## src/design/dioprt_pkg.sv

```systemverilog
// Package of offsets, reset values and phases for the digital I/O port block
package dioprt_pkg;
	localparam int unsigned PORT_W    = 8;
	localparam int unsigned NUM_PORTS = 7;
	localparam logic [7:0] OFS_PORT_ZERO   = 8'h80;
	localparam logic [7:0] OFS_PORT_ONE    = 8'h90;
	localparam logic [7:0] OFS_PORT_TWO    = 8'ha0;
	localparam logic [7:0] OFS_PORT_THREE  = 8'hb0;
	localparam logic [7:0] OFS_COMPARE     = 8'he8;
	localparam logic [7:0] OFS_CONC_CMP    = 8'hf8;
	localparam logic [7:0] OFS_SERIAL_AUX  = 8'hfa;
	localparam logic [7:0] OFS_ANALOG_LOW  = 8'hdb;
	localparam logic [7:0] OFS_ANALOG_HIGH = 8'hdd;
	localparam logic [7:0] RST_PORT_LATCH  = 8'hff;
	localparam logic [7:0] ANALOG_HIGH_MASK = 8'h0f;
	typedef enum logic [1:0] {
		DIOPRT_IDLE,
		DIOPRT_ADDR,
		DIOPRT_DATA
	} dioprt_phase_t;
endpackage

```

## src/design/dioprt_bit_port.sv

```systemverilog
// One bidirectional port: latch, driver and input buffer for each bit
`timescale 1ns/100ps
module dioprt_bit_port #(
	parameter int unsigned WIDTH = 8
) (
	// Clock and reset
	input  wire logic             i_clk,
	input  wire logic             i_rstn,
	// Register write
	input  wire logic             i_wr,
	input  wire logic [WIDTH-1:0] i_wdata,
	// Pin side
	input  wire logic [WIDTH-1:0] i_pin,
	output logic      [WIDTH-1:0] o_latch,
	output logic      [WIDTH-1:0] o_pin_in
);
	logic [WIDTH-1:0] latch_r;
	logic [WIDTH-1:0] latch_nxt;
	logic [WIDTH-1:0] in_r;

	initial begin
		if (WIDTH == 0 || WIDTH > dioprt_pkg::PORT_W) $error("dioprt_bit_port: WIDTH must be 1 to 8");
	end

	always_comb begin
		latch_nxt = latch_r;
		if (i_wr) begin
			latch_nxt = i_wdata;
		end
	end

	// Latch per bit, input buffer per bit
	always_ff @(posedge i_clk or negedge i_rstn) begin
		if (!i_rstn) begin
			latch_r <= dioprt_pkg::RST_PORT_LATCH[WIDTH-1:0];
			in_r    <= '0;
		end else begin
			latch_r <= latch_nxt;
			in_r    <= i_pin;
		end
	end

	assign o_latch  = latch_r;
	assign o_pin_in = in_r;
endmodule

```

## src/design/dioprt_top.sv

```systemverilog
// Digital I/O port block: seven bidirectional ports, two input ports, external memory sharing
//
// Overview of operation
// Seven eight-bit ports, each line input or output; every line is driven except port zero in a read data phase
// Each bit has latch, driver, input buffer
// Port register write sets latch, read returns pins
// External memory reuses port zero/two drivers
// Port zero sends address low, then data
// Port two high address only for 16-bit
// Input-only port writes ignored, reads return pins
// Idle ports zero and two drive latches
`timescale 1ns/100ps
module dioprt_top #(
	parameter int unsigned WIDTH = 8
) (
	// Clock and reset
	input  wire logic             i_clk,
	input  wire logic             i_rstn,
	// Special function register port
	input  wire logic [7:0]       i_sfr_addr,
	input  wire logic             i_sfr_wr,
	input  wire logic             i_sfr_rd,
	input  wire logic [WIDTH-1:0] i_sfr_wdata,
	output logic      [WIDTH-1:0] o_sfr_rdata,
	output logic                  o_sfr_hit,
	// External memory request
	input  wire logic             i_xm_start,
	input  wire logic             i_xm_wide,
	input  wire logic             i_xm_write,
	input  wire logic [15:0]      i_xm_addr,
	input  wire logic [WIDTH-1:0] i_xm_wdata,
	output logic                  o_xm_busy,
	output logic                  o_xm_ale,
	output logic                  o_xm_done,
	output logic      [WIDTH-1:0] o_xm_rdata,
	// Bidirectional port pins, seven ports packed low port first
	input  wire logic [7*WIDTH-1:0] i_port_pin,
	output logic      [7*WIDTH-1:0] o_port_pin,
	output logic      [7*WIDTH-1:0] o_port_oe_n,
	// Input-only ports
	input  wire logic [WIDTH-1:0] i_analog_low,
	input  wire logic [WIDTH-1:0] i_analog_high
);
	localparam int unsigned NP = dioprt_pkg::NUM_PORTS;

	initial begin
		if (WIDTH != dioprt_pkg::PORT_W) $error("dioprt_top: WIDTH must be 8");
		if (NP != 7) $error("dioprt_top: the pin buses hold exactly seven ports");
	end

	logic [WIDTH-1:0] wsel_latch [NP];
	logic [WIDTH-1:0] pin_in     [NP];
	logic [NP-1:0]    port_wr;

	// Register offset of each bidirectional port, low port first
	function automatic logic [7:0] port_ofs(input int unsigned k);
		case (k)
			0:       port_ofs = dioprt_pkg::OFS_PORT_ZERO;
			1:       port_ofs = dioprt_pkg::OFS_PORT_ONE;
			2:       port_ofs = dioprt_pkg::OFS_PORT_TWO;
			3:       port_ofs = dioprt_pkg::OFS_PORT_THREE;
			4:       port_ofs = dioprt_pkg::OFS_COMPARE;
			5:       port_ofs = dioprt_pkg::OFS_CONC_CMP;
			default: port_ofs = dioprt_pkg::OFS_SERIAL_AUX;
		endcase
	endfunction

	// One decode of the register address, shared by writes and reads
	logic [NP-1:0] port_sel;
	always_comb begin
		for (int unsigned k = 0; k < NP; k++) begin
			port_sel[k] = (i_sfr_addr == port_ofs(k));
		end
	end

	// Seven independent ports
	for (genvar g = 0; g < NP; g++) begin : g_port
		assign port_wr[g] = i_sfr_wr && port_sel[g];
		dioprt_bit_port #(.WIDTH(WIDTH)) u_port (
			.i_clk    (i_clk),
			.i_rstn   (i_rstn),
			.i_wr     (port_wr[g]),
			.i_wdata  (i_sfr_wdata),
			.i_pin    (i_port_pin[g*WIDTH +: WIDTH]),
			.o_latch  (wsel_latch[g]),
			.o_pin_in (pin_in[g])
		);
	end

	// External memory sequencer
	// A start while busy is dropped without notice, so the core must wait for done
	dioprt_pkg::dioprt_phase_t phase_r;
	dioprt_pkg::dioprt_phase_t phase_nxt;
	logic [15:0]      addr_r;
	logic [15:0]      addr_nxt;
	logic [WIDTH-1:0] wdat_r;
	logic [WIDTH-1:0] wdat_nxt;
	logic             wide_r;
	logic             wide_nxt;
	logic             wr_r;
	logic             wr_nxt;
	logic [WIDTH-1:0] rdat_r;
	logic [WIDTH-1:0] rdat_nxt;
	logic             done_r;
	logic             done_nxt;

	always_comb begin
		phase_nxt = phase_r;
		addr_nxt  = addr_r;
		wdat_nxt  = wdat_r;
		wide_nxt  = wide_r;
		wr_nxt    = wr_r;
		rdat_nxt  = rdat_r;
		done_nxt  = 1'b0;
		case (phase_r)
			dioprt_pkg::DIOPRT_IDLE: begin
				// Fields are held for the whole access, so the core may move its inputs
				if (i_xm_start) begin
					phase_nxt = dioprt_pkg::DIOPRT_ADDR;
					addr_nxt  = i_xm_addr;
					wdat_nxt  = i_xm_wdata;
					wide_nxt  = i_xm_wide;
					wr_nxt    = i_xm_write;
				end
			end
			dioprt_pkg::DIOPRT_ADDR: begin
				phase_nxt = dioprt_pkg::DIOPRT_DATA;
			end
			dioprt_pkg::DIOPRT_DATA: begin
				// The read byte is taken straight from the port zero pins, not from its input buffer
				// The far side still drives it at this edge
				if (!wr_r) begin
					rdat_nxt = i_port_pin[WIDTH-1:0];
				end
				done_nxt  = 1'b1;
				phase_nxt = dioprt_pkg::DIOPRT_IDLE;
			end
			default: phase_nxt = dioprt_pkg::DIOPRT_IDLE;
		endcase
	end

	always_ff @(posedge i_clk or negedge i_rstn) begin
		if (!i_rstn) begin
			phase_r <= dioprt_pkg::DIOPRT_IDLE;
			addr_r  <= 16'h0000;
			wdat_r  <= '0;
			wide_r  <= 1'b0;
			wr_r    <= 1'b0;
			rdat_r  <= '0;
			done_r  <= 1'b0;
		end else begin
			phase_r <= phase_nxt;
			addr_r  <= addr_nxt;
			wdat_r  <= wdat_nxt;
			wide_r  <= wide_nxt;
			wr_r    <= wr_nxt;
			rdat_r  <= rdat_nxt;
			done_r  <= done_nxt;
		end
	end

	// Done comes from a flip-flop, so it is a clean one-cycle pulse
	logic xm_act;
	assign xm_act     = (phase_r != dioprt_pkg::DIOPRT_IDLE);
	assign o_xm_busy  = xm_act;
	assign o_xm_ale   = (phase_r == dioprt_pkg::DIOPRT_ADDR);
	assign o_xm_done  = done_r;
	assign o_xm_rdata = rdat_r;

	// Pin drive; each pin starts from its latch and the access overrides port zero and, when wide, port two, only port zero in a read data phase is released
	always_comb begin
		for (int k = 0; k < NP; k++) begin
			o_port_pin[k*WIDTH +: WIDTH]  = wsel_latch[k];
			o_port_oe_n[k*WIDTH +: WIDTH] = '0;
		end
		// Port zero belongs to the access in its address and data phases
		case (phase_r)
			dioprt_pkg::DIOPRT_ADDR: begin
				o_port_pin[WIDTH-1:0] = addr_r[7:0];
			end
			dioprt_pkg::DIOPRT_DATA: begin
				o_port_pin[WIDTH-1:0] = wdat_r;
				// Release port zero so the read byte can come in
				o_port_oe_n[WIDTH-1:0] = {WIDTH{!wr_r}};
			end
			default: begin
				// Idle keeps the latch values set above
			end
		endcase

		// A narrow access leaves port two on its latch, so it stays usable as I/O
		if (xm_act && wide_r) begin
			o_port_pin[2*WIDTH +: WIDTH] = addr_r[15:8];
		end
	end

	// Read mux; ports read their pin levels, input-only ports have no storage
	// A bidirectional port read goes through the input buffer, so a pin change shows one clock later
	always_comb begin
		o_sfr_rdata = '0;
		o_sfr_hit   = 1'b0;
		for (int k = 0; k < NP; k++) begin
			if (port_sel[k]) begin
				o_sfr_rdata = pin_in[k];
				o_sfr_hit   = 1'b1;
			end
		end

		// Input-only ports have no latch, so a write to them finds nothing to change
		if (i_sfr_addr == dioprt_pkg::OFS_ANALOG_LOW) begin
			o_sfr_rdata = i_analog_low;
			o_sfr_hit   = 1'b1;
		end else if (i_sfr_addr == dioprt_pkg::OFS_ANALOG_HIGH) begin
			o_sfr_rdata = i_analog_high & dioprt_pkg::ANALOG_HIGH_MASK;
			o_sfr_hit   = 1'b1;
		end
		if (!i_sfr_rd) begin
			o_sfr_rdata = '0;
		end
	end
endmodule

```

## config.mk

```make
export PLATFORM = sky130hd
export DESIGN_NAME = dioprt_top
export DESIGN_NICKNAME = d
export VERILOG_FILES = /design/src/design/dioprt_pkg.sv /design/src/design/dioprt_bit_port.sv /design/src/design/dioprt_top.sv
export SDC_FILE = /design/constraint.sdc
export NUM_CORES = 1
export LEC_CHECK = 0
export BUFFER_PORTS_ARGS = -buffer_cell sky130_fd_sc_hd__buf_2
export CORE_ASPECT_RATIO = 1.2
export CORE_MARGIN = 2
export CORE_UTILIZATION = 49
export CTS_CLUSTER_DIAMETER = 100
export CTS_CLUSTER_SIZE = 14
export DETAILED_ROUTE_END_ITERATION = 10
export PLACE_DENSITY = 0.81
export SLEW_MARGIN = 20
export SYNTH_ARGS = -nofsm -noshare
export SYNTH_HDL_FRONTEND = slang
export SYNTH_SLANG_ARGS = --single-unit
```

## constraint.sdc

```tcl
create_clock -name i_clk -period 2.64 [get_ports i_clk]
set_clock_uncertainty 0.2 [all_clocks]
set_input_delay 0.264 -clock i_clk [delete_from_list [all_inputs] [get_ports i_clk]]
set_output_delay 0.264 -clock i_clk [all_outputs]
set_load 0.01 [all_outputs]
```

# After elaboration in Yosys (flattened, before gate mapping)
# Index checks and enable logic that the tools add are counted.
# W data, S select, Z words.
[word_totals] word_cells=72 rom_bits=0 in_bits=119 output_inout_bits=132 latch_bits=0 ram_bits=0 reg_bits=149 memories=0
[op_classes] bitwise_logic=1 magnitude_cmp=0 div_mod_pow=0 eq_ne=12 n_addsub=0 n_mul=0 shifts=0 mux=25 reduce_logical=13
[ops] op="$mux W8" n=12
[ops] op="$eq A8 B8 Y1 const B" n=9
[ops] op="$pmux W8 S2" n=1
[ops] op="$mux W1" n=10
[ops] op="$logic_and A1 B1 Y1" n=8
[ops] op="$pmux W2 S2" n=1
[ops] op="$reduce_and A2 Y1" n=2
[ops] op="$eq A2 B1 Y1 const B" n=1
[ops] op="$eq A2 B2 Y1 const B" n=1
[ops] op="$logic_not A2 Y1" n=1
[ops] op="$mux W2" n=1
[ops] op="$ne A2 B2 Y1 const B" n=1
[ops] op="$reduce_bool A2 Y1" n=1
[ops] op="$logic_not A1 Y1" n=1
[ops] op="$not A1 Y1" n=1

# Depth between registers and ports, before layout
[depth] depth_word=11 mapped_depth=7 depth_no_buf=5

# By module
# A second synthesis with hierarchy kept.
[unflattened] cells_unflattened=480 hier_area_um2=6816.5
[modules_own_cells] mod="dioprt_bit_port" n_inst=7 area_each_um2=541.8 seq_area_each_um2=410.4 cells_each=25
[modules_own_cells] mod="dioprt_top" n_inst=1 area_each_um2=3024.2 seq_area_each_um2=925.9 cells_each=305

# Least setup slack after synthesis
# Ideal clock, no wire load.
[synth_timing] path_kind="register -> register" startpoint="register phase_r[0]" endpoint="register rdat_r[0] (netlist: o_xm_rdata[0])" path_buffers=2 path_slack_ps=445 stages_incl_launch_ff=7 arrival_ps=1871 period_less_slack_ps=2195 required_time_ps=2315 path_cell_list="dfrtp_1 > inv_1 > ha_1 > clkbuf_1 > nor2b_1 > clkbuf_1 > mux2_2"
[synth_between] elab_chain_cells=2
[synth_rtl] element="from (decl)" line_no="dioprt_top.sv:92" rtl="dioprt_pkg::dioprt_phase_t phase_r;"
[synth_rtl] element="from (signal assigned)" line_no="dioprt_top.sv:144" rtl="phase_r <= dioprt_pkg::DIOPRT_IDLE;"
[synth_rtl] element="from (signal assigned)" line_no="dioprt_top.sv:152" rtl="phase_r <= phase_nxt;"
[synth_rtl] element="$eq A2 B2 Y1" line_no="dioprt_top.sv:115" rtl="case (phase_r)"
[synth_rtl] element="$reduce_and A2 Y1 (no line)"
[synth_rtl] element="to (signal assigned)" line_no="dioprt_top.sv:157" rtl="rdat_r <= rdat_nxt;"
[synth_rtl] element="to (decl)" line_no="dioprt_top.sv:102" rtl="logic [WIDTH-1:0] rdat_r;"
# No other way between the ends.
# A chain may end at the register's enable or synchronous reset.

# Final worst setup path
[layout_timing] startpoint="input port i_sfr_addr[1]" endpoint="output port o_sfr_rdata[2]"
[layout_between] elab_chain_cells=11 word_cells_on_any_way=19 cone_classes="9 x eq/ne; 10 x mux"
[layout_rtl] element="from (decl)" line_no="dioprt_top.sv:20" rtl="input wire logic [7:0] i_sfr_addr,"
[layout_rtl] element="$eq A8 B8 Y1" line_no="dioprt_top.sv:72" rtl="port_sel[k] = (i_sfr_addr == port_ofs(k));"
[layout_rtl] element="$mux W8 (7 in a row)" line_no="dioprt_top.sv:203" rtl="if (port_sel[k]) begin"
[layout_rtl] element="$mux W8" line_no="dioprt_top.sv:213" rtl="end else if (i_sfr_addr == dioprt_pkg::OFS_ANALOG_HIGH) begin"
[layout_rtl] element="$mux W8 *" line_no="dioprt_top.sv:210" rtl="if (i_sfr_addr == dioprt_pkg::OFS_ANALOG_LOW) begin"
[layout_rtl] element="$mux W8 *" line_no="dioprt_top.sv:217" rtl="if (!i_sfr_rd) begin"
[layout_rtl] element="to (decl)" line_no="dioprt_top.sv:24" rtl="output logic [WIDTH-1:0] o_sfr_rdata,"
# Every way passes the cells marked *; elsewhere a longest branch is shown, timed or not.

==> flow_metrics.env <==
export IMPL_post_dp_hpwl_um=11600
export IMPL_critPathKind="in2out"
export IMPL_port_buffers=198
export IMPL_switching_share_pct=29.0
export IMPL_syn_inst=484
export IMPL_worst_ep_required_time_ns=2.18
export IMPL_gp_congestion=0.910
export IMPL_grt_max_degree=71
export IMPL_p_clk_share_pct=32.9
export IMPL_cts_resized=0
export IMPL_grt_overflow_total=0
export IMPL_htreeDepth=4
export IMPL_rsz0062_at_grt="false"
export IMPL_clkLatencyLatePin_ns=0.42
export IMPL_synth_seq_cells=149
export IMPL_power_leakage_nw=4.35
export IMPL_arrival_ns=2.06
export IMPL_start_kind="primary input"
export IMPL_grt_antenna_before_repair=0
export IMPL_power_density_mw_per_mm2=782
export IMPL_start_util_pct=50.0
export IMPL_maxCapViolCount=0
export IMPL_clk_path_buf_depth=2
export IMPL_cts_root_buf="clkbuf_16"
export IMPL_syn_cell_area_sq_mm=0.00656
export IMPL_core_area_sq_mm=0.0131
export IMPL_n_antenna_cell=0
export IMPL_p_seq_share_pct=41.4
export IMPL_hold_class="in2reg"
export IMPL_synth_edf_count=0
export IMPL_ant_nets=0
export IMPL_wirelength_um=18200
export IMPL_synth_area_leader_cell="dfrtp_1"
export IMPL_setup_violations_final=0
export IMPL_fmax_ghz=0.396
export IMPL_p_int_w=0.00496
export IMPL_synth_area_leaders="dfrtp_1 (35%), dfstp_2 (22%), mux2_2 (17%)"
export IMPL_wl_per_cell_um=19.1
export IMPL_status="complete, no violations"
export IMPL_irDropWorstVdd_v=0.000559
export IMPL_fp_row_count=46
export IMPL_grt_pass1_vias=5194
export IMPL_die_h_um=131
export IMPL_nets=891
export IMPL_critPathMaxStageDelay_ns=0.49
export IMPL_cts_tree="done"
export IMPL_syn_area_per_cell_sq_um=13.5
export IMPL_maxSlewHeadroom_pct=58.4
export IMPL_fin_crit_ns=2.52
export IMPL_postLayoutCoreUtil_pct=68.1
export IMPL_worstPathMaxFanout=12
export IMPL_critPathCaptureType="output port"
export IMPL_dieArea_sq_mm=0.0143
export IMPL_ys_types=58
export IMPL_maxSlewViolCount=0
export IMPL_vias=4997
export IMPL_num_fill_cells=846
export IMPL_yosysTopAreaCellShare_pct=35.5
export IMPL_finalCritPeriodShare_pct=95.6
export IMPL_die_x_um=110
export IMPL_power_switching_w=0.00203
export IMPL_tightest_slew_ns=0.625
export IMPL_num_io_pins=251
export IMPL_tns_ns=0
export IMPL_cts_sink_count=149
export IMPL_hold_viol_final=0
export IMPL_routed_via_density=5.26
export IMPL_synth_common_cells="mux2_2 (97), dfrtp_1 (93), buf_4 (56), dfstp_2 (56), nand2_1 (16)"
export IMPL_grt_pass1_wl_um=27200
export IMPL_cts_made_buffers=17
export IMPL_slowest_stage="or3_1"
export IMPL_drt_iter0_drc=341
export IMPL_pwr_share_comb_pct=25.8
export IMPL_ys_warn_count=0
export IMPL_clk_pin_slew_ns=0.06
export IMPL_crit_top_cell="buf_2"
export IMPL_path_cells="buf_2 > nand4b_1 > or3_1 > o22ai_1 > a211oi_1 > a211o_1 > buf_2"
export IMPL_grtUsageTotal_pct=25.8
export IMPL_drive_gt1_share_pct=52.9
export IMPL_async_flop_share_pct=100
export IMPL_drc_errors=0
export IMPL_synthToLayoutAreaGrowth_pct=36.4
export IMPL_drtPass1Iterations=5
export IMPL_synthMostInstantiatedCell="mux2_2"
export IMPL_synthFlopType="dfrtp_1"
export IMPL_seq_area_frac_synth_pct=57.9
## sequential cells by signal, summed over array words and instances (netlist names)
register and cells:
g_port.u_port.o_latch 56, g_port.u_port.o_pin_in 56, addr_r 16, o_xm_rdata 8, wdat_r 8, phase_r 2, o_xm_done 1, wide_r 1
wr_r 1
## through the flow
step                area [sq um]  power, W  hold slack, ns  instances  worst slack, ns
floorplan                   6730   0.00398          -0.232        531            0.445
global route                8940   0.00733          0.0356        950          0.00303
finish                      8940   0.00699          0.0260        950            0.116
global placement            7510   0.00449          0.0973        831            0.324
detailed placement          7510   0.00457           0.102        831            0.298
CTS                         8940   0.00699          0.0173        950           0.0847
## path summary, 6_finish.rpt
kind / from / end / slack [ns] / depth (start not counted)
max in group asynchronous: i_rstn / g_port[0].u_port.o_latch[2] / 1.22 / 3
setup reg to reg: phase_r[0] / o_xm_rdata[4] / 0.49 / 5
min in group asynchronous: i_rstn / g_port[4].u_port.o_pin_in[0] / 0.24 / 2
hold / removal: i_sfr_wdata[7] / g_port[2].u_port.o_latch[7] / 0.03 / 2
setup / recovery: i_sfr_addr[1] / o_sfr_rdata[2] / 0.12 / 7
hold reg to reg: addr_r[13] / addr_r[13] / 0.30 / 1
## layout make-up
type	count	area (sq um)	area share, %
clock buffer	22	454	5.08
clock inverter	10	108	1.20
inverter	7	26.3	0.294
tap	168	210	2.35
multi-input combinational	299	2390	26.7
sequential	149	3800	42.5
timing repair buffer	295	1960	21.9
## worst max-delay path: cells and delay by family
family	cells	cell delay, ns
simple gates	2	0.69
compound gates	3	0.68
buf+inv	2	0.41
## power groups by stage
stage	clock, W	sequential, W	combinational (W)
2_1_floorplan	0	0.00290	0.00108
3_3_place_gp	0	0.00288	0.00161
3_5_place_dp	0	0.00291	0.00166
4_1_cts	0.00234	0.00288	0.00177
5_1_grt	0.00245	0.00293	0.00195
6_report	0.00230	0.00289	0.00180
## kinds of logic (layout without fill, tap and decap cells)
kind of cell             count (synthesis)  after routing  share of synthesized area [%]
XOR/XNOR                                 1              1                          0.134
AO/OA/AOI/OAI                           71             71                           7.54
buffers and inverters                   83            334                           8.30
other                                    1             48                         0.0572
AND/OR/NAND/NOR                         69             69                           6.66
flip-flops                             149            149                           57.9
adder cells (fa/ha/maj)                  3              3                          0.573
multiplexers                           107            107                           18.8
## cell usage in the layout, fill, tap and decap left out, types with 4 or more instances in the layout
master	n
clkbuf_16	17
dlygate4sd3_1	87
a21oi_1	12
a211oi_1	5
nor2_1	15
buf_4	9
clkinv_2	5
dfrtp_1	93
mux2_4	8
clkbuf_1	4
and3_1	4
o21ai_0	9
conb_1	48
mux2_2	97
a211o_2	4
dfstp_2	56
o22ai_1	15
a22oi_1	8
inv_1	6
buf_2	197
nand3_1	7
nand2_1	16
## what timing repair did
| action | CTS | global route |
|---|---|---|
| hold buffers | 87 | 0 |
| setup buffers | 0 | 0 |
| endpoints found under the hold margin | 137 | 0 |
## layer usage
layer / vias up / wire (um) / GRT usage (%)
li1: 2192 / - / -
met1: 2402 / 6470 / 27.6
met2: 338 / 9360 / 45.4
met3: 65 / 1650 / 7.79
met4: 0 / 699 / 13.9
met5: - / 0 / 0
Power figures use the tool's default switching activity.
